`config.mk`:
```
export PLATFORM = sky130hd
export DESIGN_NAME = ffb_fuse_ctrl
export DESIGN_NICKNAME = d
export VERILOG_FILES = /design/src/ffb_pkg.sv /design/src/ffb_fuse_ctrl.sv /design/src/ffb_decode.sv
export SDC_FILE = /design/constraint.sdc
export NUM_CORES = 1
export LEC_CHECK = 0
export ABC_AREA = 1
export BUFFER_PORTS_ARGS = -buffer_cell sky130_fd_sc_hd__buf_2
export CAP_MARGIN = 20
export CORE_MARGIN = 2
export CORE_UTILIZATION = 58
export CTS_CLUSTER_DIAMETER = 50
export DETAILED_ROUTE_END_ITERATION = 6
export PLACE_DENSITY = 0.8
export SLEW_MARGIN = 20
export SYNTH_ARGS = -nofsm -noshare
export SYNTH_HDL_FRONTEND = slang
export SYNTH_SLANG_ARGS = --single-unit
```
`constraint.sdc`:
```
create_clock -name clk_i -period 2.23 [get_ports clk_i]
set_input_delay 0.1115 -clock clk_i [delete_from_list [all_inputs] [get_ports clk_i]]
set_output_delay 0.1115 -clock clk_i [all_outputs]
set_load 0.01 [all_outputs]
```
`src/ffb_pkg.sv`:
```
`default_nettype none
package ffb_pkg;
   localparam int unsigned FFB_FUSE_W       = 32;
   localparam int unsigned FFB_LOCK_W       = 16;
   localparam int unsigned FFB_ADDR_W       = 4;
   localparam int unsigned FFB_PAGE_W       = 16;
   localparam int unsigned FFB_CMD_W        = 6;
   localparam int unsigned FFB_BOOT_W       = 3;
   // Register offsets
   localparam logic [3:0] FFB_OFF_CTRL     = 4'h0;
   localparam logic [3:0] FFB_OFF_CMD      = 4'h4;
   localparam logic [3:0] FFB_OFF_STATUS   = 4'h8;
   localparam logic [3:0] FFB_OFF_FUSE_HI  = 4'hC;
   // Command register fields
   localparam int unsigned FFB_KEY_LSB     = 24;
   localparam int unsigned FFB_PAGE_LSB    = 8;
   localparam logic [7:0]  FFB_KEY_VALUE   = 8'hA5;
   // Command codes
   localparam logic [5:0] FFB_CMD_NOP      = 6'h00;
   localparam logic [5:0] FFB_CMD_LOCK     = 6'h04;
   localparam logic [5:0] FFB_CMD_UNLOCK   = 6'h05;
   localparam logic [5:0] FFB_CMD_BIT_PGM  = 6'h07;
   localparam logic [5:0] FFB_CMD_BIT_CLR  = 6'h08;
   localparam logic [5:0] FFB_CMD_BYTE_PGM = 6'h0A;
   localparam logic [5:0] FFB_CMD_ALL_CLR  = 6'h0B;
   // Fuse positions
   localparam int unsigned FFB_FETCH_POS   = 16;
   localparam int unsigned FFB_BOOT_LSB    = 17;
   localparam int unsigned FFB_SEC_LSB     = 20;
   localparam int unsigned FFB_DBG_POS     = 22;
   localparam logic [2:0]  FFB_GUARD_BYTE  = 3'h2;
   localparam int unsigned FFB_REGION_SHIFT = 7;
   // Status bit positions
   localparam int unsigned FFB_ST_DONE     = 0;
   localparam int unsigned FFB_ST_LOCKERR  = 2;
   localparam int unsigned FFB_ST_BADCMD   = 3;
   localparam int unsigned FFB_ST_SECURE   = 4;
   // Fuse programming time
   localparam int unsigned FFB_CLK_MHZ     = 200;
   localparam int unsigned FFB_PGM_NS      = 100;
   localparam int unsigned FFB_PGM_CYC     = (FFB_PGM_NS * FFB_CLK_MHZ + 999) / 1000;
   localparam logic [FFB_FUSE_W-1:0] FFB_FUSE_ERASED = 32'hFFFFFFFF;
   typedef enum logic [1:0] {FFB_IDLE, FFB_BUSY, FFB_APPLY} ffb_state_t;
endpackage
`default_nettype wire

```
`src/ffb_fuse_ctrl.sv`:
```
// Function
// - Fuses 15:0 are region lock bits
// - Lock/unlock commands also change fuses 15:0
// - Fuse 16 drives external-fetch block
// - Fetch fuse frozen while security set
// - Fuses 19:17 decode boot page range
// - Boot pages refuse internal erase/program
// - Boot fuses change only when unsecured
// - Fuses 21:20 decode trusted state/debug
// - Fuse 22 low enables debug window
// - Bit commands use page field as index
// - Byte program: index 2:0, value 10:3
// - Byte 2 program refused when secured
// - Erase-all fuses refused when secured
// - Bad key/command sets bad command flag
// - Secured special fuse change: lock error
// - Trusted fuse change in trusted mode refused
// - Fuse commands plus one readable fuse register
// - Erased lock fuse means region unlocked
// - Key 0xA5 required in top byte
// - Done flag clears on command, sets after
`default_nettype none
module ffb_fuse_ctrl
   import ffb_pkg::*;
(
   input  wire logic                    clk_i,         // 200 MHz clock
   input  wire logic                    rst_n_i,       // Sync reset, active low
   input  wire logic [FFB_ADDR_W-1:0]   addr_i,        // Register byte address
   input  wire logic [31:0]             wdata_i,       // Write data
   input  wire logic                    wr_i,          // Write strobe
   input  wire logic                    rd_i,          // Read strobe
   input  wire logic                    security_i,    // Security bit state
   input  wire logic [FFB_PAGE_W-1:0]   access_page_i, // Page of an array access
   input  wire logic                    access_req_i,  // Array erase/program request
   output logic [31:0]                  rdata_o,       // Read data, one cycle later
   output logic                         access_deny_o, // Array access refused
   output logic [FFB_LOCK_W-1:0]        region_locked_o, // Region lock states
   output logic                         offchip_fetch_block_o, // External fetch block
   output logic                         trusted_state_enable_o, // Trusted state
   output logic                         trusted_debug_enable_o, // Trusted debug
   output logic                         debug_window_en_o // Debug user protection
);
   import ffb_pkg::*;

   // ==========================================================
   // State
   // ==========================================================
   ffb_state_t                 state_reg;
   logic [FFB_FUSE_W-1:0]      fuse_reg;
   logic [FFB_FUSE_W-1:0]      fuse_next;
   logic [FFB_FUSE_W-1:0]      pend_reg;
   logic [FFB_PAGE_W-1:0]      page_reg;
   logic [FFB_CMD_W-1:0]       cmd_reg;
   logic                       op_done_flag_reg;
   logic                       bad_command_flag_reg;
   logic                       protection_violation_flag_reg;
   logic                       ctrl_done_ie_reg;
   logic [7:0]                 timer_reg;

   logic [FFB_LOCK_W-1:0]      lock_w;
   logic                       fetch_w;
   logic [7:0]                 boot_pages_w;
   logic                       tse_w;
   logic                       tde_w;
   logic                       dbg_w;

   ffb_decode u_dec (
      .fuse_i                 (fuse_reg),
      .region_locked_o        (lock_w),
      .offchip_fetch_block_o  (fetch_w),
      .boot_pages_o           (boot_pages_w),
      .trusted_state_enable_o (tse_w),
      .trusted_debug_enable_o (tde_w),
      .debug_window_en_o      (dbg_w)
   );

   // ==========================================================
   // Command checks
   // ==========================================================
   logic        cmd_wr;
   logic        key_ok;
   logic        code_ok;
   logic [5:0]  wcmd;
   logic [15:0] wpage;
   logic        guard_err;
   logic [FFB_FUSE_W-1:0] pend_next;
   logic [FFB_FUSE_W-1:0] touch_mask;

   function automatic logic [FFB_FUSE_W-1:0] ffb_special_mask(input logic secured,
                                                            input logic trusted);
      logic [FFB_FUSE_W-1:0] m;
      m = '0;
      if (secured)
      begin
         m[FFB_FETCH_POS] = 1'b1;
         m[FFB_BOOT_LSB +: FFB_BOOT_W] = 3'h7;
         m[FFB_DBG_POS] = 1'b1;
      end
      if (trusted)
         m[FFB_SEC_LSB +: 2] = 2'h3;
      return m;
   endfunction

   // One address compare shared by the write, clear and read paths
   function automatic logic ffb_reg_hit(input logic [FFB_ADDR_W-1:0] a,
                                        input logic [FFB_ADDR_W-1:0] off);
      return (a == off);
   endfunction

   assign cmd_wr  = wr_i && ffb_reg_hit(addr_i, FFB_OFF_CMD);
   assign wcmd    = wdata_i[FFB_CMD_W-1:0];
   assign wpage   = wdata_i[FFB_PAGE_LSB +: FFB_PAGE_W];
   assign key_ok  = (wdata_i[FFB_KEY_LSB +: 8] == FFB_KEY_VALUE);
   assign code_ok = (wcmd == FFB_CMD_NOP) || (wcmd == FFB_CMD_LOCK)
                 || (wcmd == FFB_CMD_UNLOCK) || (wcmd == FFB_CMD_BIT_PGM)
                 || (wcmd == FFB_CMD_BIT_CLR) || (wcmd == FFB_CMD_BYTE_PGM)
                 || (wcmd == FFB_CMD_ALL_CLR);

   // New fuse image and the bits it would touch
   always_comb
   begin
      fuse_next  = fuse_reg;
      touch_mask = '0;
      case (wcmd)
         FFB_CMD_LOCK:
         begin
            fuse_next[wpage[FFB_PAGE_W-1 -: 4]]  = 1'b0;
            touch_mask[wpage[FFB_PAGE_W-1 -: 4]] = 1'b1;
         end
         FFB_CMD_UNLOCK:
         begin
            fuse_next[wpage[FFB_PAGE_W-1 -: 4]]  = 1'b1;
            touch_mask[wpage[FFB_PAGE_W-1 -: 4]] = 1'b1;
         end
         FFB_CMD_BIT_PGM:
         begin
            fuse_next[wpage[4:0]]  = 1'b0;
            touch_mask[wpage[4:0]] = 1'b1;
         end
         FFB_CMD_BIT_CLR:
         begin
            fuse_next[wpage[4:0]]  = 1'b1;
            touch_mask[wpage[4:0]] = 1'b1;
         end
         FFB_CMD_BYTE_PGM:
         begin
            fuse_next[{wpage[1:0], 3'h0} +: 8]  = wpage[10:3];
            touch_mask[{wpage[1:0], 3'h0} +: 8] = 8'hFF;
         end
         FFB_CMD_ALL_CLR:
         begin
            fuse_next  = FFB_FUSE_ERASED;
            touch_mask = '1;
         end
         default:
         begin
            fuse_next  = fuse_reg;
            touch_mask = '0;
         end
      endcase
   end

   assign pend_next = fuse_next;
   // Touching a guarded fuse is refused even when its value would not change
   assign guard_err =
      ((touch_mask & ffb_special_mask(security_i, tse_w)) != '0)
      || (security_i && (wcmd == FFB_CMD_BYTE_PGM) && (wpage[2:0] == FFB_GUARD_BYTE))
      || (security_i && (wcmd == FFB_CMD_ALL_CLR))
      || ((wcmd == FFB_CMD_BYTE_PGM) && (wpage[2:0] > 3'h3));

   // ==========================================================
   // Command sequencer
   // ==========================================================
   always_ff @(posedge clk_i)
   begin
      if (!rst_n_i)
      begin
         state_reg <= FFB_IDLE;
         pend_reg  <= FFB_FUSE_ERASED;
         page_reg  <= '0;
         cmd_reg   <= FFB_CMD_NOP;
         timer_reg <= '0;
      end
      else
      begin
         case (state_reg)
            FFB_IDLE:
               if (cmd_wr && key_ok && code_ok && !guard_err)
               begin
                  state_reg <= FFB_BUSY;
                  pend_reg  <= pend_next;
                  page_reg  <= wpage;
                  cmd_reg   <= wcmd;
                  timer_reg <= 8'(FFB_PGM_CYC);
               end
            FFB_BUSY:
               if (timer_reg <= 8'h01)
                  state_reg <= FFB_APPLY;
               else
                  timer_reg <= timer_reg - 8'h01;
            FFB_APPLY:
               state_reg <= FFB_IDLE;
            default:
               state_reg <= FFB_IDLE;
         endcase
      end
   end

   // Fuses change only at completion so outputs never show half a command
   always_ff @(posedge clk_i)
   begin
      if (!rst_n_i)
         fuse_reg <= FFB_FUSE_ERASED;
      else if (state_reg == FFB_APPLY)
         fuse_reg <= pend_reg;
   end

   // ==========================================================
   // Status flags; set beats the read clear
   // ==========================================================
   logic st_read;
   logic bad_set;
   logic lock_set;
   assign st_read  = rd_i && ffb_reg_hit(addr_i, FFB_OFF_STATUS);
   assign bad_set  = cmd_wr && (!key_ok || !code_ok || (state_reg != FFB_IDLE));
   assign lock_set = cmd_wr && key_ok && code_ok && (state_reg == FFB_IDLE)
                   && guard_err;

   always_ff @(posedge clk_i)
   begin
      if (!rst_n_i)
      begin
         op_done_flag_reg              <= 1'b1;
         bad_command_flag_reg          <= 1'b0;
         protection_violation_flag_reg <= 1'b0;
      end
      else
      begin
         if (cmd_wr && key_ok && code_ok && !guard_err && (state_reg == FFB_IDLE))
            op_done_flag_reg <= 1'b0;
         else if (state_reg == FFB_APPLY)
            op_done_flag_reg <= 1'b1;
         if (bad_set)
            bad_command_flag_reg <= 1'b1;
         else if (st_read)
            bad_command_flag_reg <= 1'b0;
         if (lock_set)
            protection_violation_flag_reg <= 1'b1;
         else if (st_read)
            protection_violation_flag_reg <= 1'b0;
      end
   end

   always_ff @(posedge clk_i)
   begin
      if (!rst_n_i)
         ctrl_done_ie_reg <= 1'b0;
      else if (wr_i && ffb_reg_hit(addr_i, FFB_OFF_CTRL))
         ctrl_done_ie_reg <= wdata_i[FFB_ST_DONE];
   end

   // ==========================================================
   // Read port and registered outputs
   // ==========================================================
   always_ff @(posedge clk_i)
   begin
      if (!rst_n_i)
         rdata_o <= '0;
      else if (rd_i)
      begin
         if (ffb_reg_hit(addr_i, FFB_OFF_CTRL))
            rdata_o <= {31'h0, ctrl_done_ie_reg};
         else if (ffb_reg_hit(addr_i, FFB_OFF_CMD))
            rdata_o <= {8'h00, page_reg, 2'h0, cmd_reg};
         else if (ffb_reg_hit(addr_i, FFB_OFF_STATUS))
            rdata_o <= {27'h0, security_i, bad_command_flag_reg,
                        protection_violation_flag_reg, 1'b0, op_done_flag_reg};
         else if (ffb_reg_hit(addr_i, FFB_OFF_FUSE_HI))
            rdata_o <= fuse_reg;
         else
            rdata_o <= '0;
      end
      else
         rdata_o <= '0;
   end

   always_ff @(posedge clk_i)
   begin
      if (!rst_n_i)
      begin
         access_deny_o          <= 1'b0;
         region_locked_o        <= '0;
         offchip_fetch_block_o  <= 1'b0;
         trusted_state_enable_o <= 1'b0;
         trusted_debug_enable_o <= 1'b0;
         debug_window_en_o      <= 1'b0;
      end
      else
      begin
         // Boot area or locked region refuses internal array writes
         access_deny_o <= access_req_i
            && ((access_page_i < {8'h00, boot_pages_w})
                || lock_w[access_page_i[FFB_PAGE_W-1 -: 4]]);
         region_locked_o        <= lock_w;
         offchip_fetch_block_o  <= fetch_w;
         trusted_state_enable_o <= tse_w;
         trusted_debug_enable_o <= tde_w;
         debug_window_en_o      <= dbg_w;
      end
   end
endmodule
`default_nettype wire

```
`src/ffb_decode.sv`:
```
`default_nettype none
module ffb_decode
   import ffb_pkg::*;
(
   input  wire logic [FFB_FUSE_W-1:0] fuse_i,           // Stored fuse bits
   output logic [FFB_LOCK_W-1:0]      region_locked_o,  // Per-region lock
   output logic                       offchip_fetch_block_o, // External fetch forbidden
   output logic [7:0]                 boot_pages_o,     // Protected page count
   output logic                       trusted_state_enable_o, // Trusted state
   output logic                       trusted_debug_enable_o, // Trusted debug
   output logic                       debug_window_en_o // Debug user protection
);
   logic [FFB_BOOT_W-1:0] boot_area_size_fuses;
   logic [1:0]            sec;
   assign boot_area_size_fuses = fuse_i[FFB_BOOT_LSB +: FFB_BOOT_W];
   assign sec = fuse_i[FFB_SEC_LSB +: 2];
   assign region_locked_o = ~fuse_i[FFB_LOCK_W-1:0];
   assign offchip_fetch_block_o = ~fuse_i[FFB_FETCH_POS];
   // Page count: 7 gives 0, each step down doubles from 2
   assign boot_pages_o = (boot_area_size_fuses == 3'h7) ? 8'h00
                       : (8'h80 >> boot_area_size_fuses);
   assign trusted_state_enable_o = sec[0] ^ sec[1];
   assign trusted_debug_enable_o = ~sec[1] & sec[0];
   assign debug_window_en_o = ~fuse_i[FFB_DBG_POS];
endmodule
`default_nettype wire

```
==> reports/results.ini, run 1 <==
[logic_synthesis]
synth_compound_gate_area_share_pct = 19.5
synth_simple_gate_area_share_pct = 30.5
combinational_family_with_the_most_area_after_synthesis = simple AND/OR/NAND/NOR gates
synth.avg_cell_area_sq_um = 6.71
syn_area_sq_um = 8070
synth_nets = 1278
synth_top_area_share_pct = 37.9
post-synth-top-area-cell = sky130_fd_sc_hd__dfxtp_1
synth_top_cells_by_area = sky130_fd_sc_hd__dfxtp_1, sky130_fd_sc_hd__nand2_1, sky130_fd_sc_hd__nand3_1
synth.mux.area_fraction_pct = 0
adder_and_majority_cell_fraction_of_the_synthesized_area_pct = 2.63
synth_seq_cells = 153
netlist_instances = 1203
synth_seq_area_share_pct = 37.9
synth.lib_cells_used.distinct = 36
yosys.area_share.xor_xnor_pct = 0.325
synthesis.yosys.warnings = 0
synth-edff-count = 0
dominant_synthesized_flop_cell = sky130_fd_sc_hd__dfxtp_1
synth_async_sr_flop_share_pct = 0

[layout]
fillers = 1165
net_count_reported_at_finish = 1403
area_growth_syn_to_layout_pct = 20.5
layout-drive-gt1-share_pct = 16.8
n_diodes = 0

[clock_network]
root_buffer = sky130_fd_sc_hd__clkbuf_16
cts_buffers = 17
cts_max_path_buffers = 2
tritoncts = yes
clkSlewWorstSetupHoldPaths_ns = 0.06
worstSkewPairLatency_ns = 0.43
clock_sinks = 153
clock_tree.htree_level_count = 4

[global_route]
grt_start_max_net_pins = 65
global_route_wire_length_before_repair_um = 39200
globalRouteOverflowTotal = 0
grt_antenna_before_repair = 0
grt_pass1_vias = 7860
grt.total_usage_pct = 33.9

[timing]
finalWorstPathRequiredPeriod_ns = 2.13
maxSlewHeadroom_pct = 47.9
timing_max_transition_violations_final = 0
hold_viol = 0
post-route-worst-setup-slack_ns = 0.0976
final.setup.tns_ns = 0
timing.final.setup_violations = 0
max_slew.worst_pin.slew_ns = 0.780
layout_worst_path_cycle_share_pct = 95.6
timing.fmax_mhz = 469
finalClockSkew_ns = 0.00559

[critical_path]
critical_path_arrival_ns = 2.46
critical_path.endpoint_type = flip-flop
critical_path.startpoint_type = input pin
critical_path_class = in2reg
worst_setup_path_startpoint = wdata_i[8]
cp.required_ns = 2.55
crit-reg2reg-launch = fuse_reg[21]$_SDFFE_PN1P_
crit_fanout = 7

[floorplanning]
floorplan.die.width_um = 122
placement_rows = 43
starting_density_of_the_core_pct = 58.9
die-height_um = 122
io_pins = 111
core_region_area_sq_um = 13700
dieArea_sq_um = 14900

[power]
cellInternalPower_w = 0.00462
power.leakage_nw = 4.54
netSwitchingFraction_pct = 25.1
powerDensity_nw_per_um2 = 633
power.ir.vdd_worst_uv = 745
sequentialPowerShare_pct = 44.5
share_comb_of_total_power_pct = 8.1
power.clock.fraction_pct = 47.4
power.net_switching_w = 0.00154

[min_path]
hold_path_class = in2reg
hold_start = wdata_i[15]

[route]
wirelength_routed_um = 25200
vias_per_cell = 5.76
vias = 8759
drtAntennaViolNets = 0
drcViolationCount = 0
initialDrtViolationCount = 1044
detailedRoute.firstPassIterationCount = 6
drt-wirelength-per-cell_um = 16.6

[placement]
worst_setup_slack_before_clock_tree_synthesis_ns = 0.121
place_hpwl_um = 17400
port-buffer-count = 107
place.gp.congestion = 0.993

[outcome]
outcome = complete, no violations

[run]
timing.max_cap.violations = 0

## cell usage after synthesis, types with 2 or more instances
| cell type | number |
|---|---|
| sky130_fd_sc_hd__a21oi_1 | 100 |
| sky130_fd_sc_hd__a221oi_1 | 4 |
| sky130_fd_sc_hd__a22oi_1 | 9 |
| sky130_fd_sc_hd__a31oi_1 | 3 |
| sky130_fd_sc_hd__buf_1 | 5 |
| sky130_fd_sc_hd__buf_2 | 17 |
| sky130_fd_sc_hd__buf_4 | 3 |
| sky130_fd_sc_hd__buf_6 | 7 |
| sky130_fd_sc_hd__clkbuf_1 | 32 |
| sky130_fd_sc_hd__clkinv_1 | 2 |
| sky130_fd_sc_hd__dfxtp_1 | 153 |
| sky130_fd_sc_hd__ha_1 | 17 |
| sky130_fd_sc_hd__inv_1 | 99 |
| sky130_fd_sc_hd__inv_2 | 5 |
| sky130_fd_sc_hd__nand2_1 | 295 |
| sky130_fd_sc_hd__nand2_2 | 6 |
| sky130_fd_sc_hd__nand3_1 | 104 |
| sky130_fd_sc_hd__nand4_1 | 5 |
| sky130_fd_sc_hd__nor2_1 | 135 |
| sky130_fd_sc_hd__nor2_2 | 6 |
| sky130_fd_sc_hd__nor2_4 | 5 |
| sky130_fd_sc_hd__nor3_1 | 21 |
| sky130_fd_sc_hd__nor4_1 | 3 |
| sky130_fd_sc_hd__o211ai_1 | 62 |
| sky130_fd_sc_hd__o21ai_0 | 75 |
| sky130_fd_sc_hd__o21ai_1 | 14 |
| sky130_fd_sc_hd__o21bai_1 | 4 |
| sky130_fd_sc_hd__or2_2 | 3 |
| sky130_fd_sc_hd__xor2_1 | 2 |
## cell families after synthesis
family | after synthesis
simple gates | 586
compound gates | 273
buf+inv | 171
flops | 153
fa+ha+maj | 17
xor+xnor | 3
## routing by layer
layer / global-route usage [%] / routed length, um / part of all wire (%)
met5: 0 / 0 / 0
met4: 17.0 / 1110 / 4.4
met3: 6.46 / 1850 / 7.3
met2: 54.7 / 11600 / 46
met1: 43.4 / 10600 / 42
## per-stage QoR
stage,std cells,cell area (sq um),power [W],hold slack [ns],util (%)
6_report,1521,9730,0.00616,0.0149,70.9
5_1_grt,1521,9730,0.00633,0.0294,70.9
4_1_cts,1514,9600,0.00614,0.00590,70.0
3_5_place_dp,1469,8880,0.00326,0.331,64.7
3_3_place_gp,1469,8880,0.00325,0.323,64.7
2_1_floorplan,1203,8070,0.00307,0.232,-
## area by class of cell
type	instances	area, sq um	area share (%)
clock buffer	19	453	4.65
clock inverter	13	144	1.48
inverter	107	404	4.15
multi-input combinational	879	4320	44.4
sequential	153	3060	31.5
tap	180	225	2.31
timing repair buffer	170	1120	11.5
## critical path, stage by stage
cell,delay [ns]
sky130_fd_sc_hd__dlygate4sd3_1,0.56
sky130_fd_sc_hd__buf_6,0.14
sky130_fd_sc_hd__ha_2,0.24
sky130_fd_sc_hd__o211ai_1,0.19
sky130_fd_sc_hd__nand3_1,0.09
sky130_fd_sc_hd__nand2_1,0.07
sky130_fd_sc_hd__nand2_1,0.05
sky130_fd_sc_hd__nand2_1,0.07
sky130_fd_sc_hd__nand4_1,0.22
sky130_fd_sc_hd__buf_4,0.23
sky130_fd_sc_hd__clkbuf_16,0.16
sky130_fd_sc_hd__buf_4,0.16
sky130_fd_sc_hd__nand3_1,0.07
sky130_fd_sc_hd__a21oi_1,0.08
## layout by cell type (no fill, tap or decap), drive strengths merged
cell type / n
clkinv: 10
dfxtp: 153
o31ai: 1
a221oi: 4
ha: 17
o211ai: 62
xor2: 2
o21a: 1
nand4: 5
clkbuf: 21
inv: 107
a22oi: 9
xnor2: 1
o21bai: 4
buf: 155
nand3: 104
nor2: 146
a21oi: 100
or2: 3
nor4: 3
o21ai: 89
a31oi: 3
nor3: 21
nor3b: 1
and3: 1
bufinv: 2
nand2: 302
clkinvlp: 1
dlygate4sd3: 13
## repair_timing
action,4_1_cts,5_1_grt
hold buffers,13,0
buffers inserted,0,5
setup endpoints to repair,0,56
endpoints found under the hold margin,14,0
gates resized for setup,0,14
## power by group through the flow
stage	Combinational, W	Sequential (W)	Clock [W]
floorplan	0.000267	0.00281	0
global placement	0.000452	0.00280	0
detailed placement	0.000457	0.00280	0
CTS	0.000478	0.00274	0.00292
global route	0.000540	0.00274	0.00305
finish	0.000498	0.00274	0.00292
## path summary, 6_finish.rpt
path,slack (ns),cells after the start,end
max,0.1,14,timer_reg[4]$_SDFFE_PN0P_
min,0.01,3,page_reg[7]$_SDFFE_PN0P_
max reg2reg,0.22,12,timer_reg[4]$_SDFFE_PN0P_
min reg2reg,0.46,2,cmd_reg[5]$_SDFFE_PN0P_
(Power assumes the default switching activity.)
==> run 2: changes to the inputs <==
- CORE_UTILIZATION: 58 -> 62
- PLACE_DENSITY: 0.8 -> 0.85
- clock period: 2.23 -> 2.5 ns (I/O delays scaled with it)
==> run 2 against run 1 <==
  * Core utilization grew 3.3 points
  * Global-route usage up 2.2 points
  * Final area fell by 3.3%
  * Non-clock buffer count decreased by 30
  * Via count fell by 0.26%
  * Sequential cell count did not move
  * Cell count decreased by 2.5%
  * Critical path type unchanged
  * Critical endpoint is now timer_reg[2]$_SDFFE_PN0P_
  * Largest cell class unchanged
  * Highest routed layer unchanged
==> reports/results.ini, run 2 (same netlist as run 1, synthesis figures left out) <==
[layout]
fillers = 1045  ; was 1165
final-instance-count-excl-fill = 1483  ; was 1521
layout-drive-gt1-share_pct = 15.0  ; was 16.8%
area_of_the_multi_input_gates_sq_um = 4290  ; was 4320 sq um
n_diodes = 0  ; unchanged
area_growth_syn_to_layout_pct = 16.6  ; was 20.5%
net_count_reported_at_finish = 1373  ; was 1403
most_common_cell_after_layout_fill_and_taps_aside = sky130_fd_sc_hd__nand2_1  ; unchanged
mostFrequentLayoutCells = sky130_fd_sc_hd__nand2_1, sky130_fd_sc_hd__dfxtp_1, sky130_fd_sc_hd__nor2_1  ; unchanged
layout.area.seq_sq_um = 3060  ; unchanged

[timing]
timing.final.setup_violations = 0  ; unchanged
maxSlewHeadroom_pct = 46.8  ; was 47.9%
final.setup.tns_ns = 0  ; unchanged
hold_viol = 0  ; unchanged
timing_max_transition_violations_final = 0  ; unchanged
layout_worst_path_cycle_share_pct = 90.6
finalWorstPathRequiredPeriod_ns = 2.26
post-route-worst-setup-slack_ns = 0.236  ; was 0.0976 ns
grt_setup_unrepaired = no
finalClockSkew_ns = 0.0145  ; was 0.00559 ns
max_slew.worst_pin.slew_ns = 0.797  ; was 0.780 ns
timing.fmax_mhz = 442

[critical_path]
worst_setup_path_startpoint = wdata_i[2]  ; was wdata_i[8]
crit-reg2reg-launch = state_reg[1]$_SDFFE_PN0P_  ; was fuse_reg[21]$_SDFFE_PN1P_
critical_path_arrival_ns = 2.58  ; was 2.46 ns
critical_path.startpoint_type = input pin  ; unchanged
critical_path_class = in2reg  ; unchanged
crit_fanout = 39  ; was 7
critical_path.endpoint_type = flip-flop  ; unchanged
reg2reg_to = timer_reg[2]$_SDFFE_PN0P_  ; was timer_reg[4]$_SDFFE_PN0P_
r2r_setup_slack_ns = 0.54  ; was 0.22 ns
cp.required_ns = 2.81  ; was 2.55 ns
reg2regPathDepth = 10  ; was 12
worst_setup_path_endpoint = timer_reg[2]$_SDFFE_PN0P_  ; was timer_reg[4]$_SDFFE_PN0P_

[clock_network]
cts_max_path_buffers = 2  ; unchanged
clock_tree.htree_level_count = 4  ; unchanged
root_buffer = sky130_fd_sc_hd__clkbuf_16  ; unchanged
cts_buffers = 17  ; unchanged
clkSlewWorstSetupHoldPaths_ns = 0.06  ; about the same
tritoncts = yes  ; unchanged
worstSkewPairLatency_ns = 0.44  ; was 0.43 ns
clock_sinks = 153  ; unchanged

[route]
initialDrtViolationCount = 866  ; was 1044
drtAntennaViolNets = 0  ; unchanged
detailedRoute.firstPassIterationCount = 6  ; unchanged
wirelength_routed_um = 25000  ; was 25200 um
vias_per_cell = 5.89  ; was 5.76
vias = 8736  ; was 8759
drcViolationCount = 0  ; unchanged
drt-wirelength-per-cell_um = 16.9  ; was 16.6 um

[floorplanning]
io_pins = 111  ; unchanged
dieArea_sq_um = 14000  ; was 14900 sq um
placement_rows = 41  ; was 43
starting_density_of_the_core_pct = 63.7  ; was 58.9%
die-height_um = 118  ; was 122 um
floorplan.die.width_um = 118  ; was 122 um
core_region_area_sq_um = 12700  ; was 13700 sq um

[min_path]
hold_path_class = in2reg  ; unchanged

[global_route]
met2_layer_usage_reported_by_global_route_pct = 57.1  ; was 54.7%
use_met3_pct = 8.62  ; was 6.46%
global_route_wire_length_before_repair_um = 40400  ; was 39200 um
global_route.usage.met1_pct = 45.3  ; was 43.4%
grt_antenna_before_repair = 0  ; unchanged
globalRouteOverflowTotal = 0  ; unchanged
grt_pass1_vias = 8169  ; was 7860
grt_busiest_layer = met2  ; unchanged
grt.total_usage_pct = 36.1  ; was 33.9%
grt_start_max_net_pins = 49  ; was 65

[placement]
place_hpwl_um = 17200  ; was 17400 um
port-buffer-count = 107  ; unchanged
worst_setup_slack_before_clock_tree_synthesis_ns = 0.222  ; was 0.121 ns
place.gp.congestion = 1.02  ; was 0.993
placed_cells = 1445  ; was 1469

[run]
timing.max_cap.violations = 0  ; unchanged

[power]
power.leakage_nw = 4.38  ; was 4.54 nW
powerDensity_nw_per_um2 = 581  ; was 633 nW/um^2
power.ir.vdd_worst_uv = 586  ; was 745 uV

[outcome]
outcome = complete, no violations  ; unchanged

==> run 2: how the worst min path moves through the flow <==
stage,start,to,slack [ns],cells past startpoint
6_report,wdata_i[18],page_reg[10]$_SDFFE_PN0P_,0.006,3
5_1_grt,wdata_i[20],page_reg[12]$_SDFFE_PN0P_,0.03,3
4_1_cts,wdata_i[13],page_reg[5]$_SDFFE_PN0P_,0.002,3
3_5_place_dp,access_req_i,access_deny_o$_SDFF_PN0_,0.36,3
3_3_place_gp,wdata_i[19],page_reg[11]$_SDFFE_PN0P_,0.33,3
2_1_floorplan,wdata_i[2],cmd_reg[2]$_SDFFE_PN0P_,0.25,2
==> run 2: critical path, stage by stage <==
cell	delay [ns]
sky130_fd_sc_hd__dlygate4sd3_1	0.53
sky130_fd_sc_hd__buf_2	0.15
sky130_fd_sc_hd__inv_1	0.12
sky130_fd_sc_hd__nand2_2	0.08
sky130_fd_sc_hd__nor2_4	0.13
sky130_fd_sc_hd__nand2_2	0.24
sky130_fd_sc_hd__nand2_4	0.22
sky130_fd_sc_hd__nand2_1	0.07
sky130_fd_sc_hd__nand2_1	0.06
sky130_fd_sc_hd__nand2_1	0.06
sky130_fd_sc_hd__nand4_1	0.21
sky130_fd_sc_hd__buf_12	0.24
sky130_fd_sc_hd__nand2_2	0.15
sky130_fd_sc_hd__nand2_1	0.10
sky130_fd_sc_hd__a21oi_1	0.07
==> run 2: what timing repair did <==
action | CTS | global route
gates resized for setup | 0 | 2
hold buffers | 6 | 0
endpoints found under the setup margin | 0 | 16
buffers inserted | 0 | 0
endpoints found under the hold margin | 7 | 0
==> run 2: report_power, final <==
group | leakage [nW] | switching (W) | internal (W)
Clock | 0.286 | 0.00107 | 0.00153
Combinational | 2.86 | 0.000298 | 0.000128
Sequential | 1.24 | 0.00000158 | 0.00244
Total | 4.38 | 0.00137 | 0.00410
==> run 2: cell type report <==
cell class / instances / area share [%]
clock buffers: 19 / 4.81
clock inverters: 13 / 1.54
inverters: 107 / 4.29
multi-input cells: 879 / 45.6
flip-flops and latches: 153 / 32.5
well taps: 172 / 2.29
repair buffers: 140 / 8.88
==> run 2: metrics by stage <==
step / total power, W / hold WS, ns / utilization [%] / instance area [sq um]
CTS: 0.00546 / 0.00182 / 74.2 / 9410
global placement: 0.00289 / 0.335 / 69.0 / 8750
detailed placement: 0.00290 / 0.359 / 69.0 / 8750
floorplan: 0.00274 / 0.246 / - / 8070
finish: 0.00547 / 0.00615 / 74.3 / 9410
global route: 0.00563 / 0.0313 / 74.3 / 9410
==> run 2: routing by layer <==
layer / part of all wire (%) / vias up
li1: - / 4190
met1: 41 / 3990
met2: 46 / 464
met3: 8.5 / 92
met4: 4.5 / 0
met5: 0 / -
==> run 3: changes to the inputs <==
- CORE_UTILIZATION: 62 -> 63
- PLACE_DENSITY: 0.85 -> 0.86
- SYNTH_HIERARCHICAL: not set -> 1
==> run 3 against run 2 <==
  * Via count is 1.4% higher
  * Power fell by 1.1%
  * Clock-buffer cell count grew 1
  * Wire length grew 0.44%
  * Sequential share of layout area decreased by 0.73 points
  * Final area increased by 2.3%
  * Critical endpoint is now pend_reg[6]$_SDFFE_PN1P_
==> reports/results.ini, run 3 <==
[clock_network]
cts_max_path_buffers = 2  ; unchanged
clkSlewWorstSetupHoldPaths_ns = 0.06  ; about the same
tritoncts = yes  ; unchanged
cts.hold.buffers_added = 8  ; was 6
cts.repair_timing.setup_buffer_count = 0  ; unchanged
worstSkewPairLatency_ns = 0.43  ; was 0.44 ns
cts_buffers = 17  ; unchanged
clock_sinks = 153  ; unchanged
root_buffer = sky130_fd_sc_hd__clkbuf_16  ; unchanged
resize_count_post_cts = 0  ; unchanged
clock_tree.htree_level_count = 4  ; unchanged

[route]
vias = 8862  ; was 8736
vias_per_cell = 5.78  ; was 5.89
detailedRoute.firstPassIterationCount = 7  ; was 6
drt-wirelength-per-cell_um = 16.4  ; was 16.9 um
drcViolationCount = 0  ; unchanged
initialDrtViolationCount = 1148  ; was 866
drtAntennaViolNets = 0  ; unchanged
wirelength_routed_um = 25200  ; was 25000 um

[power]
powerDensity_nw_per_um2 = 562  ; was 581 nW/um^2
power.leakage_nw = 4.91  ; was 4.38 nW
power.ir.vdd_worst_uv = 426  ; was 586 uV

[global_route]
grt_antenna_before_repair = 0  ; unchanged
globalRouteOverflowTotal = 0  ; unchanged
global_route_wire_length_before_repair_um = 40600  ; was 40400 um
grt.total_usage_pct = 36.2  ; was 36.1%
grt_start_max_net_pins = 52  ; was 49
grt_pass1_vias = 8194  ; was 8169

[placement]
port-buffer-count = 108  ; was 107
post_dp_cell_area_sq_um = 8970  ; was 8750 sq um
placed_cells = 1496  ; was 1445
place.gp.congestion = 1.01  ; was 1.02
worst_setup_slack_before_clock_tree_synthesis_ns = 0.290  ; was 0.222 ns
place_hpwl_um = 17300  ; was 17200 um

[logic_synthesis]
netlist_instances = 1254  ; was 1203
dominant_synthesized_flop_cell = sky130_fd_sc_hd__dfxtp_1  ; unchanged
synth_top_area_share_pct = 37.2  ; was 37.9%
synth.lib_cells_used.distinct = 37  ; was 36
synth_seq_cells = 153  ; unchanged
synth_async_sr_flop_share_pct = 0  ; unchanged
synthesis.yosys.warnings = 6  ; was 0
synth_nets = 1330  ; was 1278
synth.avg_cell_area_sq_um = 6.57  ; was 6.71 sq um
syn_area_sq_um = 8240  ; was 8070 sq um
synth_top_cells_by_area = sky130_fd_sc_hd__dfxtp_1, sky130_fd_sc_hd__nand2_1, sky130_fd_sc_hd__inv_1  ; was sky130_fd_sc_hd__dfxtp_1, sky130_fd_sc_hd__nand2_1, sky130_fd_sc_hd__nand3_1
yosys-top-cells-count = sky130_fd_sc_hd__nand2_1, sky130_fd_sc_hd__inv_1, sky130_fd_sc_hd__dfxtp_1, sky130_fd_sc_hd__nor2_1, sky130_fd_sc_hd__o21ai_0  ; was sky130_fd_sc_hd__nand2_1, sky130_fd_sc_hd__dfxtp_1, sky130_fd_sc_hd__nor2_1, sky130_fd_sc_hd__nand3_1, sky130_fd_sc_hd__a21oi_1
synth-edff-count = 0  ; unchanged
post-synth-top-area-cell = sky130_fd_sc_hd__dfxtp_1  ; unchanged
synth_seq_area_share_pct = 37.2  ; was 37.9%
synth.most_common_cell = sky130_fd_sc_hd__nand2_1  ; unchanged

[floorplanning]
io_pins = 111  ; unchanged
floorplan.die.width_um = 118  ; about the same
die-height_um = 118  ; about the same
starting_density_of_the_core_pct = 65.0  ; was 63.7%
dieArea_sq_um = 14000  ; about the same
core_region_area_sq_um = 12700  ; unchanged
placement_rows = 41  ; unchanged

[layout]
most_common_cell_after_layout_fill_and_taps_aside = sky130_fd_sc_hd__nand2_1  ; unchanged
fillers = 1053  ; was 1045
design_area_sq_um = 9630  ; was 9410 sq um
net_count_reported_at_finish = 1427  ; was 1373
n_diodes = 0  ; unchanged
area_growth_syn_to_layout_pct = 16.9  ; was 16.6%
layout-drive-gt1-share_pct = 13.8  ; was 15.0%
final-instance-count-excl-fill = 1534  ; was 1483
mostFrequentLayoutCells = sky130_fd_sc_hd__nand2_1, sky130_fd_sc_hd__inv_1, sky130_fd_sc_hd__dfxtp_1  ; was sky130_fd_sc_hd__nand2_1, sky130_fd_sc_hd__dfxtp_1, sky130_fd_sc_hd__nor2_1

[critical_path]
critical_path.endpoint_type = flip-flop  ; unchanged
crit_fanout = 24  ; was 39
critical_path_arrival_ns = 2.47  ; was 2.58 ns
critical_path.startpoint_type = input pin  ; unchanged
worst_setup_path_startpoint = wdata_i[2]  ; unchanged
reg2regPathDepth = 12  ; was 10
cp.required_ns = 2.81  ; about the same
slowest_delay_ns = 0.54  ; was 0.53 ns
crit-reg2reg-launch = fuse_reg[21]$_SDFFE_PN1P_  ; was state_reg[1]$_SDFFE_PN0P_
crit_path_top_delay_cell = sky130_fd_sc_hd__dlygate4sd3_1  ; unchanged
reg2reg_to = timer_reg[1]$_SDFFE_PN0P_  ; was timer_reg[2]$_SDFFE_PN0P_
path_cells = dlygate4sd3_1, buf_2, inv_1, nand2_1, nor2_1, nand2_2, buf_4, clkinv_1, a21oi_1, a21oi_1, nor3_1, nor2_1, o21ai_0, nand2_1  ; was dlygate4sd3_1, buf_2, inv_1, nand2_2, nor2_4, nand2_2, nand2_4, nand2_1, nand2_1, nand2_1, nand4_1, buf_12, nand2_2, nand2_1, a21oi_1
critical_path_class = in2reg  ; unchanged
r2r_setup_slack_ns = 0.43  ; was 0.54 ns

[timing]
finalWorstPathRequiredPeriod_ns = 2.16  ; was 2.26 ns
final.setup.tns_ns = 0  ; unchanged
grt_setup_unrepaired = no  ; unchanged
post-route-worst-setup-slack_ns = 0.343  ; was 0.236 ns
timing_max_transition_violations_final = 0  ; unchanged
layout_worst_path_cycle_share_pct = 86.3  ; was 90.6%
finalClockSkew_ns = 0.00760  ; was 0.0145 ns
timing.final.setup_violations = 0  ; unchanged
maxSlewHeadroom_pct = 58.3  ; was 46.8%
timing.fmax_mhz = 464  ; was 442 MHz
max_slew.worst_pin.slew_ns = 0.620  ; was 0.797 ns
hold_viol = 0  ; unchanged

[outcome]
outcome = complete, no violations  ; unchanged

[run]
timing.max_cap.violations = 0  ; unchanged

[min_path]
hold_start = wdata_i[14]  ; was wdata_i[18]
timing.hold.worst_endpoint = page_reg[6]$_SDFFE_PN0P_  ; was page_reg[10]$_SDFFE_PN0P_
hold_path_class = in2reg  ; unchanged
worst_hold_path.num_cells = 3  ; unchanged

run 3: changes by cell type after synthesis, sizes merged, moves of 12 or more:
cell / before / now
o21ai: 89 / 110
inv: 105 / 160
a21oi: 100 / 81
nand3: 104 / 80
a31oi: 3 / 15
run 3: kinds of logic after synthesis:
logic type | Yosys count | synth area share [%]
AND/OR/NAND/NOR | 562 | 28.2
AO/OA/AOI/OAI | 292 | 20.7
buffers and inverters | 225 | 10.8
flip-flops | 153 | 37.2
adder cells (fa/ha/maj) | 18 | 2.73
XOR/XNOR | 3 | 0.319
other | 1 | 0.0455
run 3: worst max path at each step:
stage,endpoint,depth (start not counted)
2_1_floorplan,page_reg[10]$_SDFFE_PN0P_,16
3_3_place_gp,timer_reg[1]$_SDFFE_PN0P_,14
3_5_place_dp,timer_reg[1]$_SDFFE_PN0P_,14
4_1_cts,timer_reg[1]$_SDFFE_PN0P_,14
5_1_grt,timer_reg[1]$_SDFFE_PN0P_,15
6_report,pend_reg[6]$_SDFFE_PN1P_,14
run 3: layout make-up:
type | count | area (sq um) | area share, %
clock buffer | 20 | 457 | 4.74
tap | 172 | 215 | 2.24
clock inverter | 10 | 120 | 1.25
multi-input combinational | 876 | 4300 | 44.7
sequential | 153 | 3060 | 31.8
inverter | 161 | 604 | 6.28
timing repair buffer | 142 | 866 | 8.99
run 3: critical path: cells and delay by family:
kind | cells | cell delay [ns]
compound gates | 3 | 0.37
simple gates | 6 | 0.59
buf+inv | 5 | 1.37
run 3: power by group:
| group | switching [W] | leakage [nW] | internal (W) |
|---|---|---|---|
| combinational | 0.000294 | 3.39 | 0.000129 |
| clock | 0.00102 | 0.279 | 0.00152 |
| sequential | 0.00000174 | 1.24 | 0.00244 |
| total | 0.00132 | 4.91 | 0.00409 |
run 3: layer usage:
layer,part of all wire (%),global-route usage (%),routed length [um],vias up
li1,-,-,-,4307
met1,40,45.6,10000,3921
met2,44,57.9,11100,535
met3,12,9.41,2920,99
met4,4.6,16.6,1150,0
met5,0,0,0,-
run 3: metrics by stage:
stage          util, %  hold slack (ns)  power [W]
5_1_grt           76.0           0.0292    0.00557
2_1_floorplan        -            0.244    0.00274
4_1_cts           76.0        0.0000262    0.00540
3_5_place_dp      70.8            0.343    0.00290
6_report          76.0           0.0204    0.00541
3_3_place_gp      70.8            0.341    0.00289
